$ cat src/logic/uart_irq_regs.vh
// Constants for the UART interrupt, FIFO status and DMA-ready block.
// Assumes byte addresses on a 32-bit AXI4-Lite bus, one register a word.
`ifndef UART_IRQ_REGS_VH
`define UART_IRQ_REGS_VH

// Register byte offsets
`define OFS_RX_DATA      8'h00
`define OFS_TX_DATA      8'h04
`define OFS_INT_ENABLE   8'h08
`define OFS_INT_STATUS   8'h0C
`define OFS_FIFO_CTRL    8'h10
`define OFS_LINE_STATUS  8'h14
`define OFS_FIFO_LEVEL   8'h18

// interrupt_enable_reg fields
`define IE_RX_DATA       0
`define IE_TX_EMPTY      1
`define IE_LINE_STAT     2
`define IE_MODEM         3
`define IE_RESET         8'h00

// fifo_control_reg fields
`define FC_ENABLE        0
`define FC_RX_CLEAR      1
`define FC_TX_CLEAR      2
`define FC_DMA_MODE      3
`define FC_TX_TRIG_LO    4
`define FC_RX_TRIG_LO    6
`define FC_RESET         8'h00

// line_status_reg fields
`define LS_DATA_READY    0
`define LS_OVERRUN       1
`define LS_PARITY        2
`define LS_FRAMING       3
`define LS_BREAK         4
`define LS_TX_EMPTY      5
`define LS_TX_IDLE       6
`define LS_FIFO_ERROR    7

// interrupt_status_reg codes
`define IS_NONE          8'h01
`define IS_LINE          8'h06
`define IS_RX_TRIG       8'h04
`define IS_TX_EMPTY      8'h02
`define IS_MODEM         8'h00

// Trigger levels
`define RX_TRIG_0        6'd8
`define RX_TRIG_1        6'd16
`define RX_TRIG_2        6'd24
`define RX_TRIG_3        6'd28
`define TX_TRIG_0        6'd16
`define TX_TRIG_1        6'd8
`define TX_TRIG_2        6'd24
`define TX_TRIG_3        6'd30

`endif

$ cat src/logic/byte_fifo.v
// Small synchronous FIFO of bytes plus error tag, used for both directions.
// Assumes one clock, synchronous active-low reset and a separate clear.
`timescale 1ns/1ps
module byte_fifo #(
  parameter WIDTH = 12,
  parameter DEPTH = 32,
  parameter AW    = 5
) (
  input  wire             aclk,
  input  wire             aresetn,
  input  wire             clear,
  input  wire             push,
  input  wire [WIDTH-1:0] push_data,
  input  wire             pop,
  output wire [WIDTH-1:0] head,
  output reg  [AW:0]      count_q
);
  reg [WIDTH-1:0] mem_q [0:DEPTH-1];
  reg [AW-1:0]    wr_q;
  reg [AW-1:0]    rd_q;
  wire            do_push;
  wire            do_pop;

  assign do_pop  = pop && (count_q != {(AW+1){1'b0}});
  assign do_push = push && (count_q != DEPTH[AW:0]);
  assign head    = mem_q[rd_q];

  // Pointer and fill tracking
  always @(posedge aclk) begin
    if (!aresetn || clear) begin
      wr_q    <= {AW{1'b0}};
      rd_q    <= {AW{1'b0}};
      count_q <= {(AW+1){1'b0}};
    end else begin
      if (do_push) wr_q <= wr_q + 1'b1;
      if (do_pop) rd_q <= rd_q + 1'b1;
      if (do_push && !do_pop) count_q <= count_q + 1'b1;
      else if (do_pop && !do_push) count_q <= count_q - 1'b1;
    end
  end

  // Storage write
  always @(posedge aclk) begin
    if (do_push) mem_q[wr_q] <= push_data;
  end
endmodule // byte_fifo

$ cat src/logic/uart_irq_status.v
// UART interrupt enables, FIFO status, interrupt status and DMA ready pins.
// Assumes an AXI4-Lite master and a serial core on the far side that
// hands in received bytes with error flags and takes bytes to send.
`timescale 1ns/1ps
`include "uart_irq_regs.vh"

// How it works
// - Line-status interrupt, when enabled, fires on each received character
// - Transmit interrupt, when enabled, follows transmit-holding empty outside DMA mode 1
// - Receive interrupt rises at trigger fill, falls below it
// - All interrupt enables read zero after reset
// - Receive-data-available shown to host at trigger, removed below it
// - Status code for receive trigger set at level, cleared below
// - Data ready set on character arrival, cleared when FIFO empty
// - Data ready high while bytes held; bits 1-4 report errors
// - Line status bit 5 shows transmit FIFO empty
// - Line status bit 6 shows FIFO and shifter both empty
// - Line status bit 7 flags any error held in receive FIFO
// - DMA mode 0: tx_ready_n low while transmit FIFO is empty
// - DMA mode 0: rx_ready_n low while a character is held
// - DMA mode 1: transmit interrupt while fill below transmit trigger
// - DMA mode 1: receive interrupt at trigger, keep filling to full
// - DMA mode 1: rx_ready_n low while fill at or above trigger
// - Receive trigger codes select 8, 16, 24 or 28 bytes
// - Transmit trigger codes select 16, 8, 24 or 30; default 16
// - Other FIFO control bits take effect only with enable bit written one
// - Enable bit 3 gates modem status interrupt, default off
module uart_irq_status #(
  parameter DEPTH = 32,
  parameter AW    = 5
) (
  input  wire        aclk,
  input  wire        aresetn,
  input  wire [7:0]  s_axi_awaddr,
  input  wire        s_axi_awvalid,
  output reg         s_axi_awready,
  input  wire [31:0] s_axi_wdata,
  input  wire [3:0]  s_axi_wstrb,
  input  wire        s_axi_wvalid,
  output reg         s_axi_wready,
  output reg  [1:0]  s_axi_bresp,
  output reg         s_axi_bvalid,
  input  wire        s_axi_bready,
  input  wire [7:0]  s_axi_araddr,
  input  wire        s_axi_arvalid,
  output reg         s_axi_arready,
  output reg  [31:0] s_axi_rdata,
  output reg  [1:0]  s_axi_rresp,
  output reg         s_axi_rvalid,
  input  wire        s_axi_rready,
  input  wire        rx_char_valid,
  input  wire [7:0]  rx_char,
  input  wire [3:0]  rx_char_err,
  input  wire        tx_take,
  output reg  [7:0]  tx_char,
  output reg         tx_char_valid,
  input  wire        tx_shift_busy,
  input  wire        modem_event,
  output reg         irq,
  output reg         tx_ready_n,
  output reg         rx_ready_n
);
  localparam ST_IDLE = 2'b01;
  localparam ST_RESP = 2'b10;

  reg  [7:0]  ie_q;
  reg  [7:0]  fc_q;
  reg  [1:0]  wst_q;
  reg         aw_got_q;
  reg         w_got_q;
  reg  [7:0]  awaddr_q;
  reg  [31:0] wdata_q;
  reg  [3:0]  wstrb_q;
  reg         line_evt_q;
  reg         modem_evt_q;
  reg         rx_clr_q;
  reg         tx_clr_q;
  wire [AW:0] rx_cnt;
  wire [AW:0] tx_cnt;
  wire [11:0] rx_head;
  wire [11:0] tx_head;
  wire        fifo_on;
  wire        dma1;
  wire [AW:0] rx_trig;
  wire [AW:0] tx_trig;
  wire        rx_pop;
  wire        tx_push;
  wire        tx_pop;
  wire        wr_fire;
  wire        rd_fire;
  wire        rx_at_trig;
  wire        tx_below;
  wire        tx_empty;
  wire        rx_err_any;
  wire [7:0]  line_stat;
  reg  [7:0]  int_code;
  reg  [AW:0] err_cnt_q;
  wire        rx_full;
  wire        tx_full;
  wire [7:0]  s_axi_wdata_b;

  // Receive trigger decode
  function [AW:0] rx_level;
    input [1:0] code;
    begin
      case (code)
        2'b00:   rx_level = `RX_TRIG_0;
        2'b01:   rx_level = `RX_TRIG_1;
        2'b10:   rx_level = `RX_TRIG_2;
        default: rx_level = `RX_TRIG_3;
      endcase
    end
  endfunction

  // Transmit trigger decode
  function [AW:0] tx_level;
    input [1:0] code;
    begin
      case (code)
        2'b00:   tx_level = `TX_TRIG_0;
        2'b01:   tx_level = `TX_TRIG_1;
        2'b10:   tx_level = `TX_TRIG_2;
        default: tx_level = `TX_TRIG_3;
      endcase
    end
  endfunction

  assign fifo_on  = fc_q[`FC_ENABLE];
  assign dma1     = fifo_on && fc_q[`FC_DMA_MODE];
  assign rx_trig  = fifo_on ? rx_level(fc_q[`FC_RX_TRIG_LO+1:`FC_RX_TRIG_LO])
                            : {{AW{1'b0}}, 1'b1};
  assign tx_trig  = tx_level(fc_q[`FC_TX_TRIG_LO+1:`FC_TX_TRIG_LO]);
  assign rx_full  = fifo_on ? (rx_cnt == DEPTH[AW:0])
                            : (rx_cnt != {(AW+1){1'b0}});
  assign tx_full  = fifo_on ? (tx_cnt == DEPTH[AW:0])
                            : (tx_cnt != {(AW+1){1'b0}});
  assign wr_fire  = aw_got_q && w_got_q && (wst_q == ST_IDLE);
  assign rd_fire  = s_axi_arvalid && s_axi_arready;
  assign rx_pop   = rd_fire && (s_axi_araddr == `OFS_RX_DATA);
  assign tx_push  = wr_fire && (awaddr_q == `OFS_TX_DATA) && wstrb_q[0]
                    && !tx_full;
  assign tx_pop   = tx_take && tx_char_valid;
  assign tx_empty = (tx_cnt == {(AW+1){1'b0}});
  assign rx_at_trig = fifo_on && (rx_cnt >= rx_trig);
  assign tx_below   = dma1 ? (tx_cnt < tx_trig) : tx_empty;
  assign rx_err_any = (err_cnt_q != {(AW+1){1'b0}});

  // Line status assembled from live state
  assign line_stat = {rx_err_any,
                      tx_empty && !tx_shift_busy,
                      tx_empty,
                      rx_head[11:8] & {4{rx_cnt != 0}},
                      rx_cnt != {(AW+1){1'b0}}};

  // Receive FIFO; a single slot when FIFOs are off
  byte_fifo #(.WIDTH(12), .DEPTH(DEPTH), .AW(AW)) rx_fifo (
    .aclk      (aclk),
    .aresetn   (aresetn),
    .clear     (rx_clr_q),
    .push      (rx_char_valid && !rx_full),
    .push_data ({rx_char_err, rx_char}),
    .pop       (rx_pop),
    .head      (rx_head),
    .count_q   (rx_cnt)
  );

  // Transmit FIFO
  byte_fifo #(.WIDTH(12), .DEPTH(DEPTH), .AW(AW)) tx_fifo (
    .aclk      (aclk),
    .aresetn   (aresetn),
    .clear     (tx_clr_q),
    .push      (tx_push),
    .push_data ({4'h0, s_axi_wdata_b}),
    .pop       (tx_pop),
    .head      (tx_head),
    .count_q   (tx_cnt)
  );

  // Low byte of the captured write data feeds the transmit FIFO
  assign s_axi_wdata_b = wdata_q[7:0];

  // Count of erroneous characters held in the receive FIFO
  always @(posedge aclk) begin
    if (!aresetn || rx_clr_q) begin
      err_cnt_q <= {(AW+1){1'b0}};
    end else begin
      case ({rx_char_valid && !rx_full && (rx_char_err != 4'h0),
             rx_pop && (rx_cnt != 0) && (rx_head[11:8] != 4'h0)})
        2'b10:   err_cnt_q <= err_cnt_q + 1'b1;
        2'b01:   err_cnt_q <= err_cnt_q - 1'b1;
        default: err_cnt_q <= err_cnt_q;
      endcase
    end
  end

  // Pending sources by priority
  always @* begin
    int_code = `IS_NONE;
    if (line_evt_q && ie_q[`IE_LINE_STAT])
      int_code = `IS_LINE;
    else if (rx_at_trig && ie_q[`IE_RX_DATA])
      int_code = `IS_RX_TRIG;
    else if (!fifo_on && rx_cnt != 0 && ie_q[`IE_RX_DATA])
      int_code = `IS_RX_TRIG;
    else if (tx_below && ie_q[`IE_TX_EMPTY])
      int_code = `IS_TX_EMPTY;
    else if (modem_evt_q && ie_q[`IE_MODEM])
      int_code = `IS_MODEM;
  end

  // Sticky events; a new arrival wins over the clearing read
  always @(posedge aclk) begin
    if (!aresetn) begin
      line_evt_q  <= 1'b0;
      modem_evt_q <= 1'b0;
    end else begin
      if (rx_char_valid) line_evt_q <= 1'b1;
      else if (rd_fire && s_axi_araddr == `OFS_LINE_STATUS)
        line_evt_q <= 1'b0;
      if (modem_event) modem_evt_q <= 1'b1;
      else if (rd_fire && s_axi_araddr == `OFS_INT_STATUS &&
               int_code == `IS_MODEM)
        modem_evt_q <= 1'b0;
    end
  end

  // Pins and transmit handoff, all registered
  always @(posedge aclk) begin
    if (!aresetn) begin
      irq           <= 1'b0;
      tx_ready_n    <= 1'b0;
      rx_ready_n    <= 1'b1;
      tx_char       <= 8'h00;
      tx_char_valid <= 1'b0;
    end else begin
      irq           <= (int_code != `IS_NONE);
      tx_ready_n    <= dma1 ? tx_full : !tx_empty;
      if (dma1)
        rx_ready_n <= !(rx_cnt > rx_trig || rx_cnt == rx_trig);
      else
        rx_ready_n <= (rx_cnt == {(AW+1){1'b0}});
      tx_char       <= tx_head[7:0];
      tx_char_valid <= !tx_empty && !tx_pop && !tx_clr_q;
    end
  end

  // Write channel: address and data taken in either order
  always @(posedge aclk) begin
    if (!aresetn) begin
      wst_q         <= ST_IDLE;
      aw_got_q      <= 1'b0;
      w_got_q       <= 1'b0;
      awaddr_q      <= 8'h00;
      wdata_q       <= 32'h00000000;
      wstrb_q       <= 4'h0;
      s_axi_awready <= 1'b0;
      s_axi_wready  <= 1'b0;
      s_axi_bvalid  <= 1'b0;
      s_axi_bresp   <= 2'b00;
      ie_q          <= `IE_RESET;
      fc_q          <= `FC_RESET;
      rx_clr_q      <= 1'b0;
      tx_clr_q      <= 1'b0;
    end else begin
      rx_clr_q      <= 1'b0;
      tx_clr_q      <= 1'b0;
      s_axi_awready <= !aw_got_q && !s_axi_awready && wst_q == ST_IDLE;
      s_axi_wready  <= !w_got_q && !s_axi_wready && wst_q == ST_IDLE;
      if (s_axi_awvalid && s_axi_awready) begin
        aw_got_q      <= 1'b1;
        awaddr_q      <= s_axi_awaddr;
        s_axi_awready <= 1'b0;
      end
      if (s_axi_wvalid && s_axi_wready) begin
        w_got_q      <= 1'b1;
        wdata_q      <= s_axi_wdata;
        wstrb_q      <= s_axi_wstrb;
        s_axi_wready <= 1'b0;
      end
      case (wst_q)
        ST_IDLE: begin
          if (wr_fire) begin
            aw_got_q     <= 1'b0;
            w_got_q      <= 1'b0;
            s_axi_bvalid <= 1'b1;
            s_axi_bresp  <= 2'b00;
            wst_q        <= ST_RESP;
            case (awaddr_q)
              `OFS_TX_DATA: ;
              `OFS_INT_ENABLE: begin
                if (wstrb_q[0]) ie_q <= {4'h0, wdata_q[3:0]};
              end
              `OFS_FIFO_CTRL: begin
                if (wstrb_q[0]) begin
                  if (wdata_q[`FC_ENABLE]) begin
                    fc_q     <= {wdata_q[7:4], wdata_q[3], 3'b001};
                    rx_clr_q <= wdata_q[`FC_RX_CLEAR] || !fc_q[0];
                    tx_clr_q <= wdata_q[`FC_TX_CLEAR] || !fc_q[0];
                  end else begin
                    fc_q     <= {fc_q[7:1], 1'b0};
                    rx_clr_q <= fc_q[0];
                    tx_clr_q <= fc_q[0];
                  end
                end
              end
              default: s_axi_bresp <= 2'b10;
            endcase
          end
        end
        ST_RESP: begin
          if (s_axi_bready) begin
            s_axi_bvalid <= 1'b0;
            wst_q        <= ST_IDLE;
          end
        end
        default: wst_q <= ST_IDLE;
      endcase
    end
  end

  // Read channel: one cycle from address to data
  always @(posedge aclk) begin
    if (!aresetn) begin
      s_axi_arready <= 1'b0;
      s_axi_rvalid  <= 1'b0;
      s_axi_rdata   <= 32'h00000000;
      s_axi_rresp   <= 2'b00;
    end else begin
      s_axi_arready <= !s_axi_rvalid && !s_axi_arready;
      if (rd_fire) begin
        s_axi_arready <= 1'b0;
        s_axi_rvalid  <= 1'b1;
        s_axi_rresp   <= 2'b00;
        case (s_axi_araddr)
          `OFS_RX_DATA:     s_axi_rdata <= {24'h0, rx_head[7:0]};
          `OFS_TX_DATA:     s_axi_rdata <= 32'h00000000;
          `OFS_INT_ENABLE:  s_axi_rdata <= {24'h0, ie_q};
          `OFS_INT_STATUS:  s_axi_rdata <= {24'h0, fifo_on, fifo_on,
                                           2'b00, int_code[3:0]};
          `OFS_FIFO_CTRL:   s_axi_rdata <= {24'h0, fc_q};
          `OFS_LINE_STATUS: s_axi_rdata <= {24'h0, line_stat};
          `OFS_FIFO_LEVEL:  s_axi_rdata <= {18'h0, tx_cnt, 2'b00,
                                           rx_cnt};
          default: begin
            s_axi_rdata <= 32'h00000000;
            s_axi_rresp <= 2'b10;
          end
        endcase
      end else if (s_axi_rvalid && s_axi_rready) begin
        s_axi_rvalid <= 1'b0;
      end
    end
  end
endmodule // uart_irq_status

$ cat config.mk
export PLATFORM = sky130hd
export DESIGN_NAME = uart_irq_status
export DESIGN_NICKNAME = d
export VERILOG_FILES = /design/src/logic/byte_fifo.v /design/src/logic/uart_irq_status.v
export VERILOG_INCLUDE_DIRS = /design/src /design/src/logic
export SDC_FILE = /design/constraint.sdc
export NUM_CORES = 1
export LEC_CHECK = 0
export BUFFER_PORTS_ARGS = -buffer_cell sky130_fd_sc_hd__buf_2
export CORE_ASPECT_RATIO = 1.4
export CORE_MARGIN = 2
export CORE_UTILIZATION = 50
export DETAILED_ROUTE_END_ITERATION = 7
export PLACE_DENSITY = 0.72
export REMOVE_ABC_BUFFERS = 1
export SYNTH_ARGS = -nofsm -noshare
export SYNTH_HDL_FRONTEND = slang
export SYNTH_SLANG_ARGS = --single-unit
$ cat constraint.sdc
create_clock -name aclk -period 5.1 [get_ports aclk]
set_input_delay 0.51 -clock aclk [delete_from_list [all_inputs] [get_ports aclk]]
set_output_delay 0.51 -clock aclk [all_outputs]
set_load 0.005 [all_outputs]
# Yosys cells after proc, flatten, opt, wreduce, memory -nomap -nowiden
# Memory sizes are Yosys's and may differ from the RTL's. A register that Yosys moved wholly into a read port is not among the register bits.
# Cells that the tools add are included.
dict set report word_totals {
  elab_cells 218
  ram_bits 640
  register_bits 118
  n_memories 2
}
dict set report op_classes {
  eq_ne 25
  n_reduce_logical 96
  n_addsub 10
  magnitude_cmp 3
  bitwise 2
  mux 48
}
# name depth word_bits rd rd_clocked_by_memory_dff write_ports line
set memory_table {}
lappend memory_table {rx_fifo.mem_q 32 12 1 1 1 byte_fifo.v:18} ;# reg [WIDTH-1:0] mem_q [0:DEPTH-1];
lappend memory_table {tx_fifo.mem_q 32 8 1 1 1 byte_fifo.v:18}
# op n
set ops {}
lappend ops {{14-bit case mux with 6 select lines} 1}
lappend ops {{1-bit logical AND} 41}
lappend ops {{8-bit by 5-bit == test with 1-bit output, second input constant} 4}
lappend ops {{6-bit two-way mux} 5}
lappend ops {{5-bit case mux with 3 select lines} 2}
lappend ops {{1-bit two-way mux} 27}
lappend ops {{8-bit by 4-bit == test with 1-bit output, second input constant} 3}
lappend ops {{5-bit by 1-bit adder with 5-bit output, second input constant} 4}
lappend ops {{1-bit logical NOT} 20}
lappend ops {{6-bit by 1-bit adder with 6-bit output, second input constant} 3}
lappend ops {{6-bit nonzero test} 3}
lappend ops {{6-bit by 1-bit subtractor with 6-bit output, second input constant} 3}
lappend ops {{8-bit by 3-bit == test with 1-bit output, second input constant} 2}
lappend ops {{8-bit logical NOT} 2}
lappend ops {{2-bit nonzero test} 7}
lappend ops {{6-bit == test, second input constant} 2}
lappend ops {{6-bit logical NOT} 2}
lappend ops {{6-bit inequality test, second input constant} 2}
lappend ops {{6-bit case mux with 2 select lines} 1}
lappend ops {{2-bit two-way mux} 5}
lappend ops {{5-bit two-way mux} 2}
lappend ops {{5-bit AND reduction} 2}
lappend ops {{3-bit two-way mux} 3}
lappend ops {{2-bit by 1-bit == test with 1-bit output, second input constant} 4}
lappend ops {{20 further kinds} 34}

# Logic depth before layout (Yosys ltp)
dict set report logic_depth {
  depth_word 13
  ltp_mapped 20
  ltp_nobuf 15
}

# By module
# A second synthesis with hierarchy kept.
dict set report hier_totals {
  cells_unflattened 2136
  hier_area_um2 35620.4
}
# mod area_per_inst_um2 n_inst seq_area_each_um2 cells_per_inst
set by_module_without_submodules {}
lappend by_module_without_submodules {{byte_fifo at tx_fifo} 15920.3 1 11951.5 851}
lappend by_module_without_submodules {{byte_fifo at rx_fifo} 15917.8 1 11951.5 851}
lappend by_module_without_submodules {uart_irq_status 3782.4 1 1481.4 434}

# Least setup slack after synthesis
# OpenSTA, ideal clock, no wires.
dict set report synth_timing {
  path_kind {register to register}
  from {register tx_fifo.count_q[0]}
  to {register tx_fifo.count_q[5]}
  setup_slack_ns 1.434
  required_time_ns 4.979
  arrival_ns 3.545
  setup_ns 0.121
  path_stages_with_launch 14
  cell_sequence {dfxtp_1 -> or4_4 -> or3_1 -> buf_2 -> a211oi_4 -> ha_1 -> inv_1 -> ha_1 -> a21o_2 -> a21oi_1 -> o21bai_1 -> a21oi_1 -> mux2i_1 -> mux2_2}
}
dict set report synth_between {
  elab_chain_cells 8
  word_cells_on_any_way 17
  classes_between {add/sub (2); eq/ne (2); mux (3); reduce/logical (10)}
}
# element line
set synth_lines {}
lappend synth_lines {{start, declared} byte_fifo.v:16} ;# output reg [AW:0] count_q
lappend synth_lines {{start signal, assigned} byte_fifo.v:33} ;# count_q <= {(AW+1){1'b0}};
lappend synth_lines {{start signal, assigned} byte_fifo.v:37} ;# if (do_push && !do_pop) count_q <= count_q + 1'b1;
lappend synth_lines {{start signal, assigned} byte_fifo.v:38} ;# else if (do_pop && !do_push) count_q <= count_q - 1'b1;
lappend synth_lines {{6-bit == test / 6-bit nonzero test (equally long branches)} {uart_irq_status.v:135, uart_irq_status.v:136}}
lappend synth_lines {{1-bit two-way mux} uart_irq_status.v:135} ;# assign tx_full = fifo_on ? (tx_cnt == DEPTH[AW:0])
lappend synth_lines {{1-bit logical NOT} uart_irq_status.v:141} ;# && !tx_full;
lappend synth_lines {{1-bit logical AND} uart_irq_status.v:140} ;# assign tx_push = wr_fire && (awaddr_q == `OFS_TX_DATA) && wstrb_q[0]
lappend synth_lines {{1-bit logical AND *} byte_fifo.v:25} ;# assign do_push = push && (count_q != DEPTH[AW:0]);
lappend synth_lines {{named net tx_fifo.do_push} byte_fifo.v:21} ;# wire do_push;
lappend synth_lines {{1-bit logical NOT} byte_fifo.v:38}
lappend synth_lines {{1-bit logical AND} byte_fifo.v:38}
lappend synth_lines {{2-bit nonzero test (no source line)} --}
# Mark *: on every way through the listed nets, which the timed path passes. The rest lies on a longest branch. The select of a mux whose other input is x is not followed.
# A chain may end at the register's enable or synchronous reset.

==> PnR_summary.wiki <==
{| class="wikitable"
! Metric !! Value
|-
| Outcome || finished clean
|-
| Buffering stage count on the worst path with inverters included || 1
|-
| Power per Cell Area || ~380 nW/um2
|-
| Inserted Clock Buffers || 71
|-
| Main synth FF type || edfxtp_1
|-
| Crit end category || register
|-
| Clock sinks || roughly 750
|-
| Synth top area share || 63.8%
|-
| Buffer count from post-CTS setup fixing || 0
|-
| HP Class || primary input to register
|-
| Number of max-capacitance violations reported || 0
|-
| Largest area contributor in the netlist || edfxtp_1
|-
| CP top delay family || flip-flops
|-
| Routability Congestion || 0.848
|-
| Fin worst setup slack || 954 ps
|-
| Count of fill cells added during filler insertion || approximately 4.5k
|-
| Number of primary I/O pins || 128
|-
| Wire length of the first global-routing pass || 98100 um
|-
| Floorplan row count || between 100 and 150
|-
| Residual DRC count || 0
|-
| Critical path peak fanout || 52
|-
| Total Routed Length || 65600 um
|-
| Worst-margin pin slew || ~1300 ps
|-
| Req. time, crit path || 5640 ps
|-
| # H-tree levels || 3
|-
| Core Area || just under 60000 um2
|-
| Multi-input logic area || 8100 um2
|-
| WP data arrival || 4690 ps
|-
| Post-Syn Instances || 1702
|-
| Most used standard cells in the synthesized netlist || edfxtp_1 (640), mux4_2 (176), nor2_1 (173), dfxtp_1 (111), nand2_1 (71)
|-
| Min cycle time layout || 4150 ps
|-
| Post-CTS resize count || 0
|-
| Vias in the first global route || 16.0k
|-
| Cell chosen for the clock root || clkbuf_16
|-
| Hold-fix buffers, CTS || 0
|-
| Total leakage power || around 0.011 uW
|-
| Number of warning messages in the yosys log || 0
|-
| Cell Count Post-Placement || 2513
|-
| Area taken by flip-flops and latches || 21500 um2
|-
| Worst skew pair latency || 610 ps
|-
| Slowest CP cell || dfxtp_4
|-
| Synthesized cell area || 30100 um2
|-
| Max stage delay on crit path || 910 ps
|-
| Highest achievable clock rate || 241 MHz
|-
| Post-detailed-route via-to-cell ratio || 5.90
|-
| Hold violation total from the final report || 0
|-
| Number of enable flip-flop cells after synthesis || 640
|-
| Overall power consumption || 12800 uW
|-
| HPWL after detailed placement || 43000 um
|-
| Layout area overhead || 12.2%
|-
| WS Path Type || register to register
|-
| Clock transition at the register clock pins on the worst setup and hold paths after CTS || 70 ps
|-
| Die Width || around 210 um
|-
| First-pass iteration count of the detailed router || 5
|-
| Flip-flop and latch count after synthesis || 751
|-
| FFs w/ async S/R, synth || 0%
|-
| Average instance area after synthesis || 17.7 um2
|-
| Number of slew-limit violations in the final report || 0
|-
| Layout cells sized above 1 || 23.8%
|-
| Post-route non-filler standard cell count || 2640
|-
| Setup-violating endpoint count in the final report || 0
|-
| Starting DRT DRC Count || 1383
|-
| Layout Nets || 1940
|-
| Number of different library cells in the post-synthesis netlist || 65
|-
| Die ar. || 62200 um2
|-
| Number of vias after detailed routing || 15.6k
|-
| Starting utilization of the core area || between 50% and 60%
|-
| Number of buffers added on ports || 80
|-
| Worst Clk Skew || 31.5 ps
|-
| IR Drop Worst-Case VDD || ~0.00031 V
|-
| Relative slew slack || 13.0%
|-
| Post-detailed-route wirelength per cell || 24.9 um
|-
| Post-place setup slack || 944 ps
|-
| Crit path cell chain || buf_4, mux2i_1, a22oi_1, nand3_1, nand4_1, nor2_1, a31oi_1, ha_1, ha_1, a21o_1, a21oi_1, o21bai_1, a21oi_1, mux2i_1, mux2i_1
|-
| Global routing usage summed across all routing layers || 21.5%
|-
| Largest cells by area after synthesis || edfxtp_1 (64%), mux4_2 (13%), dfxtp_1 (7.4%), mux2i_1 (2.2%), nor2_1 (2.2%)
|-
| Initial antenna violation count || 1
|-
| Most frequent cell on the critical path || mux2i_1
|-
| Clock Tree Buf Depth || 3
|-
| Pin count of the biggest net entering global routing || 55
|-
| Sum of overflow across all layers after global routing || 0
|-
| Die outline height || 294 um
|-
| Remaining antenna violation count after routing || 0
|-
| Clock tree from TritonCTS || yes
|-
| Worst setup SP type || register
|-
| Final clock period utilization by the worst path || 81.3%
|-
| Sequential-to-total area share from yosys stat || 71.2%
|-
| Setup repair after global routing missed its margin || false
|-
| Top-count cell post-synth || edfxtp_1
|}
## state kept, by name, indices dropped and copies added, names as in the netlist, 2 cells and up, named ones only
register	flops
rx_fifo.mem_q	384
tx_fifo.mem_q	256
s_axi_rdata	14
awaddr_q	8
tx_char	8
wdata_q	8
err_cnt_q	6
fc_q	6
rx_fifo.count_q	6
tx_fifo.count_q	6
rx_fifo.rd_q	5
rx_fifo.wr_q	5
tx_fifo.rd_q	5
tx_fifo.wr_q	5
ie_q	4
wst_q	2
## report_power, final
part	total, uW	leakage, uW	switching, uW	internal, uW
sequential	6820	0.00674	76.9	6740
clock	5280	0.00113	2190	3090
combinational	707	0.00307	444	263
## layout make-up
type | instances | area share, %
clock inverters | 40 | 1.27
multi-input cells | 838 | 24.0
clock buffers | 85 | 5.57
flip-flops and latches | 751 | 63.5
repair buffers | 140 | 2.52
diodes | 2 | 0.0148
well taps | 756 | 2.80
inverters | 28 | 0.311
## logic make-up after synthesis
logic type	count (synthesis)	share of synthesized area, %
simple gates	361	5.59
compound gates	144	3.08
buf+inv	132	2.10
mux	248	15.6
other cells	1	0.0125
flops	751	71.2
xor+xnor	30	0.873
fa+ha+maj	35	1.53
## cells in the final DEF, fill, tap and decap left out, drive strengths merged, types with 16 or more instances in the layout
cell / count
edfxtp: 640
mux4: 176
nor2: 173
buf: 140
dfxtp: 111
clkbuf: 85
nand2: 72
mux2i: 66
a21oi: 58
nand3: 32
ha: 32
inv: 32
clkinv: 26
conb: 20
a22oi: 18
xor2: 18
o21ai: 16
## per-layer routing
metal,vias up,routed length (um),GRT usage (%)
li1,6918,-,-
met4,2,2040,8.14
met3,105,4020,3.08
met2,556,34900,38.3
met1,8001,24600,26.5
met5,-,13,0
## worst paths after layout
check,from,to,slack [ps],cells after the start
worst max-delay path,register,err_cnt_q[5]$_SDFFE_PP0P_,950,15
worst min-delay path,s_axi_wdata[7],wdata_q[7]$_SDFFE_PN0P_,150,3
worst max register to register,register,err_cnt_q[5]$_SDFFE_PP0P_,950,15
worst min register to register,awaddr_q[1]$_SDFFE_PN0P_,awaddr_q[1]$_SDFFE_PN0P_,460,2
## worst reg2reg max path, cell delays in order, from the launching register on
cell and delay [ps]:
dfxtp_4 910, buf_4 430, mux2i_1 280, a22oi_1 130, nand3_1 190, nand4_1 180, nor2_1 140, a31oi_1 110
ha_1 290, ha_1 300, a21o_1 170, a21oi_1 200, o21bai_1 90, a21oi_1 180, mux2i_1 260, mux2i_1 210
## through the flow
step                      util [%]  cell area, um2  hold WS [ps]  setup TNS (ps)
final                         56.6           33800           146               0
after CTS                     56.6           33800           123               0
after global routing          56.6           33800           157               0
after detailed placement      52.7           31500           453               0
after global placement        52.7           31500           446               0
after floorplan                  -           29600           436           -1520
No activity file was read; power rests on OpenSTA's default activity.
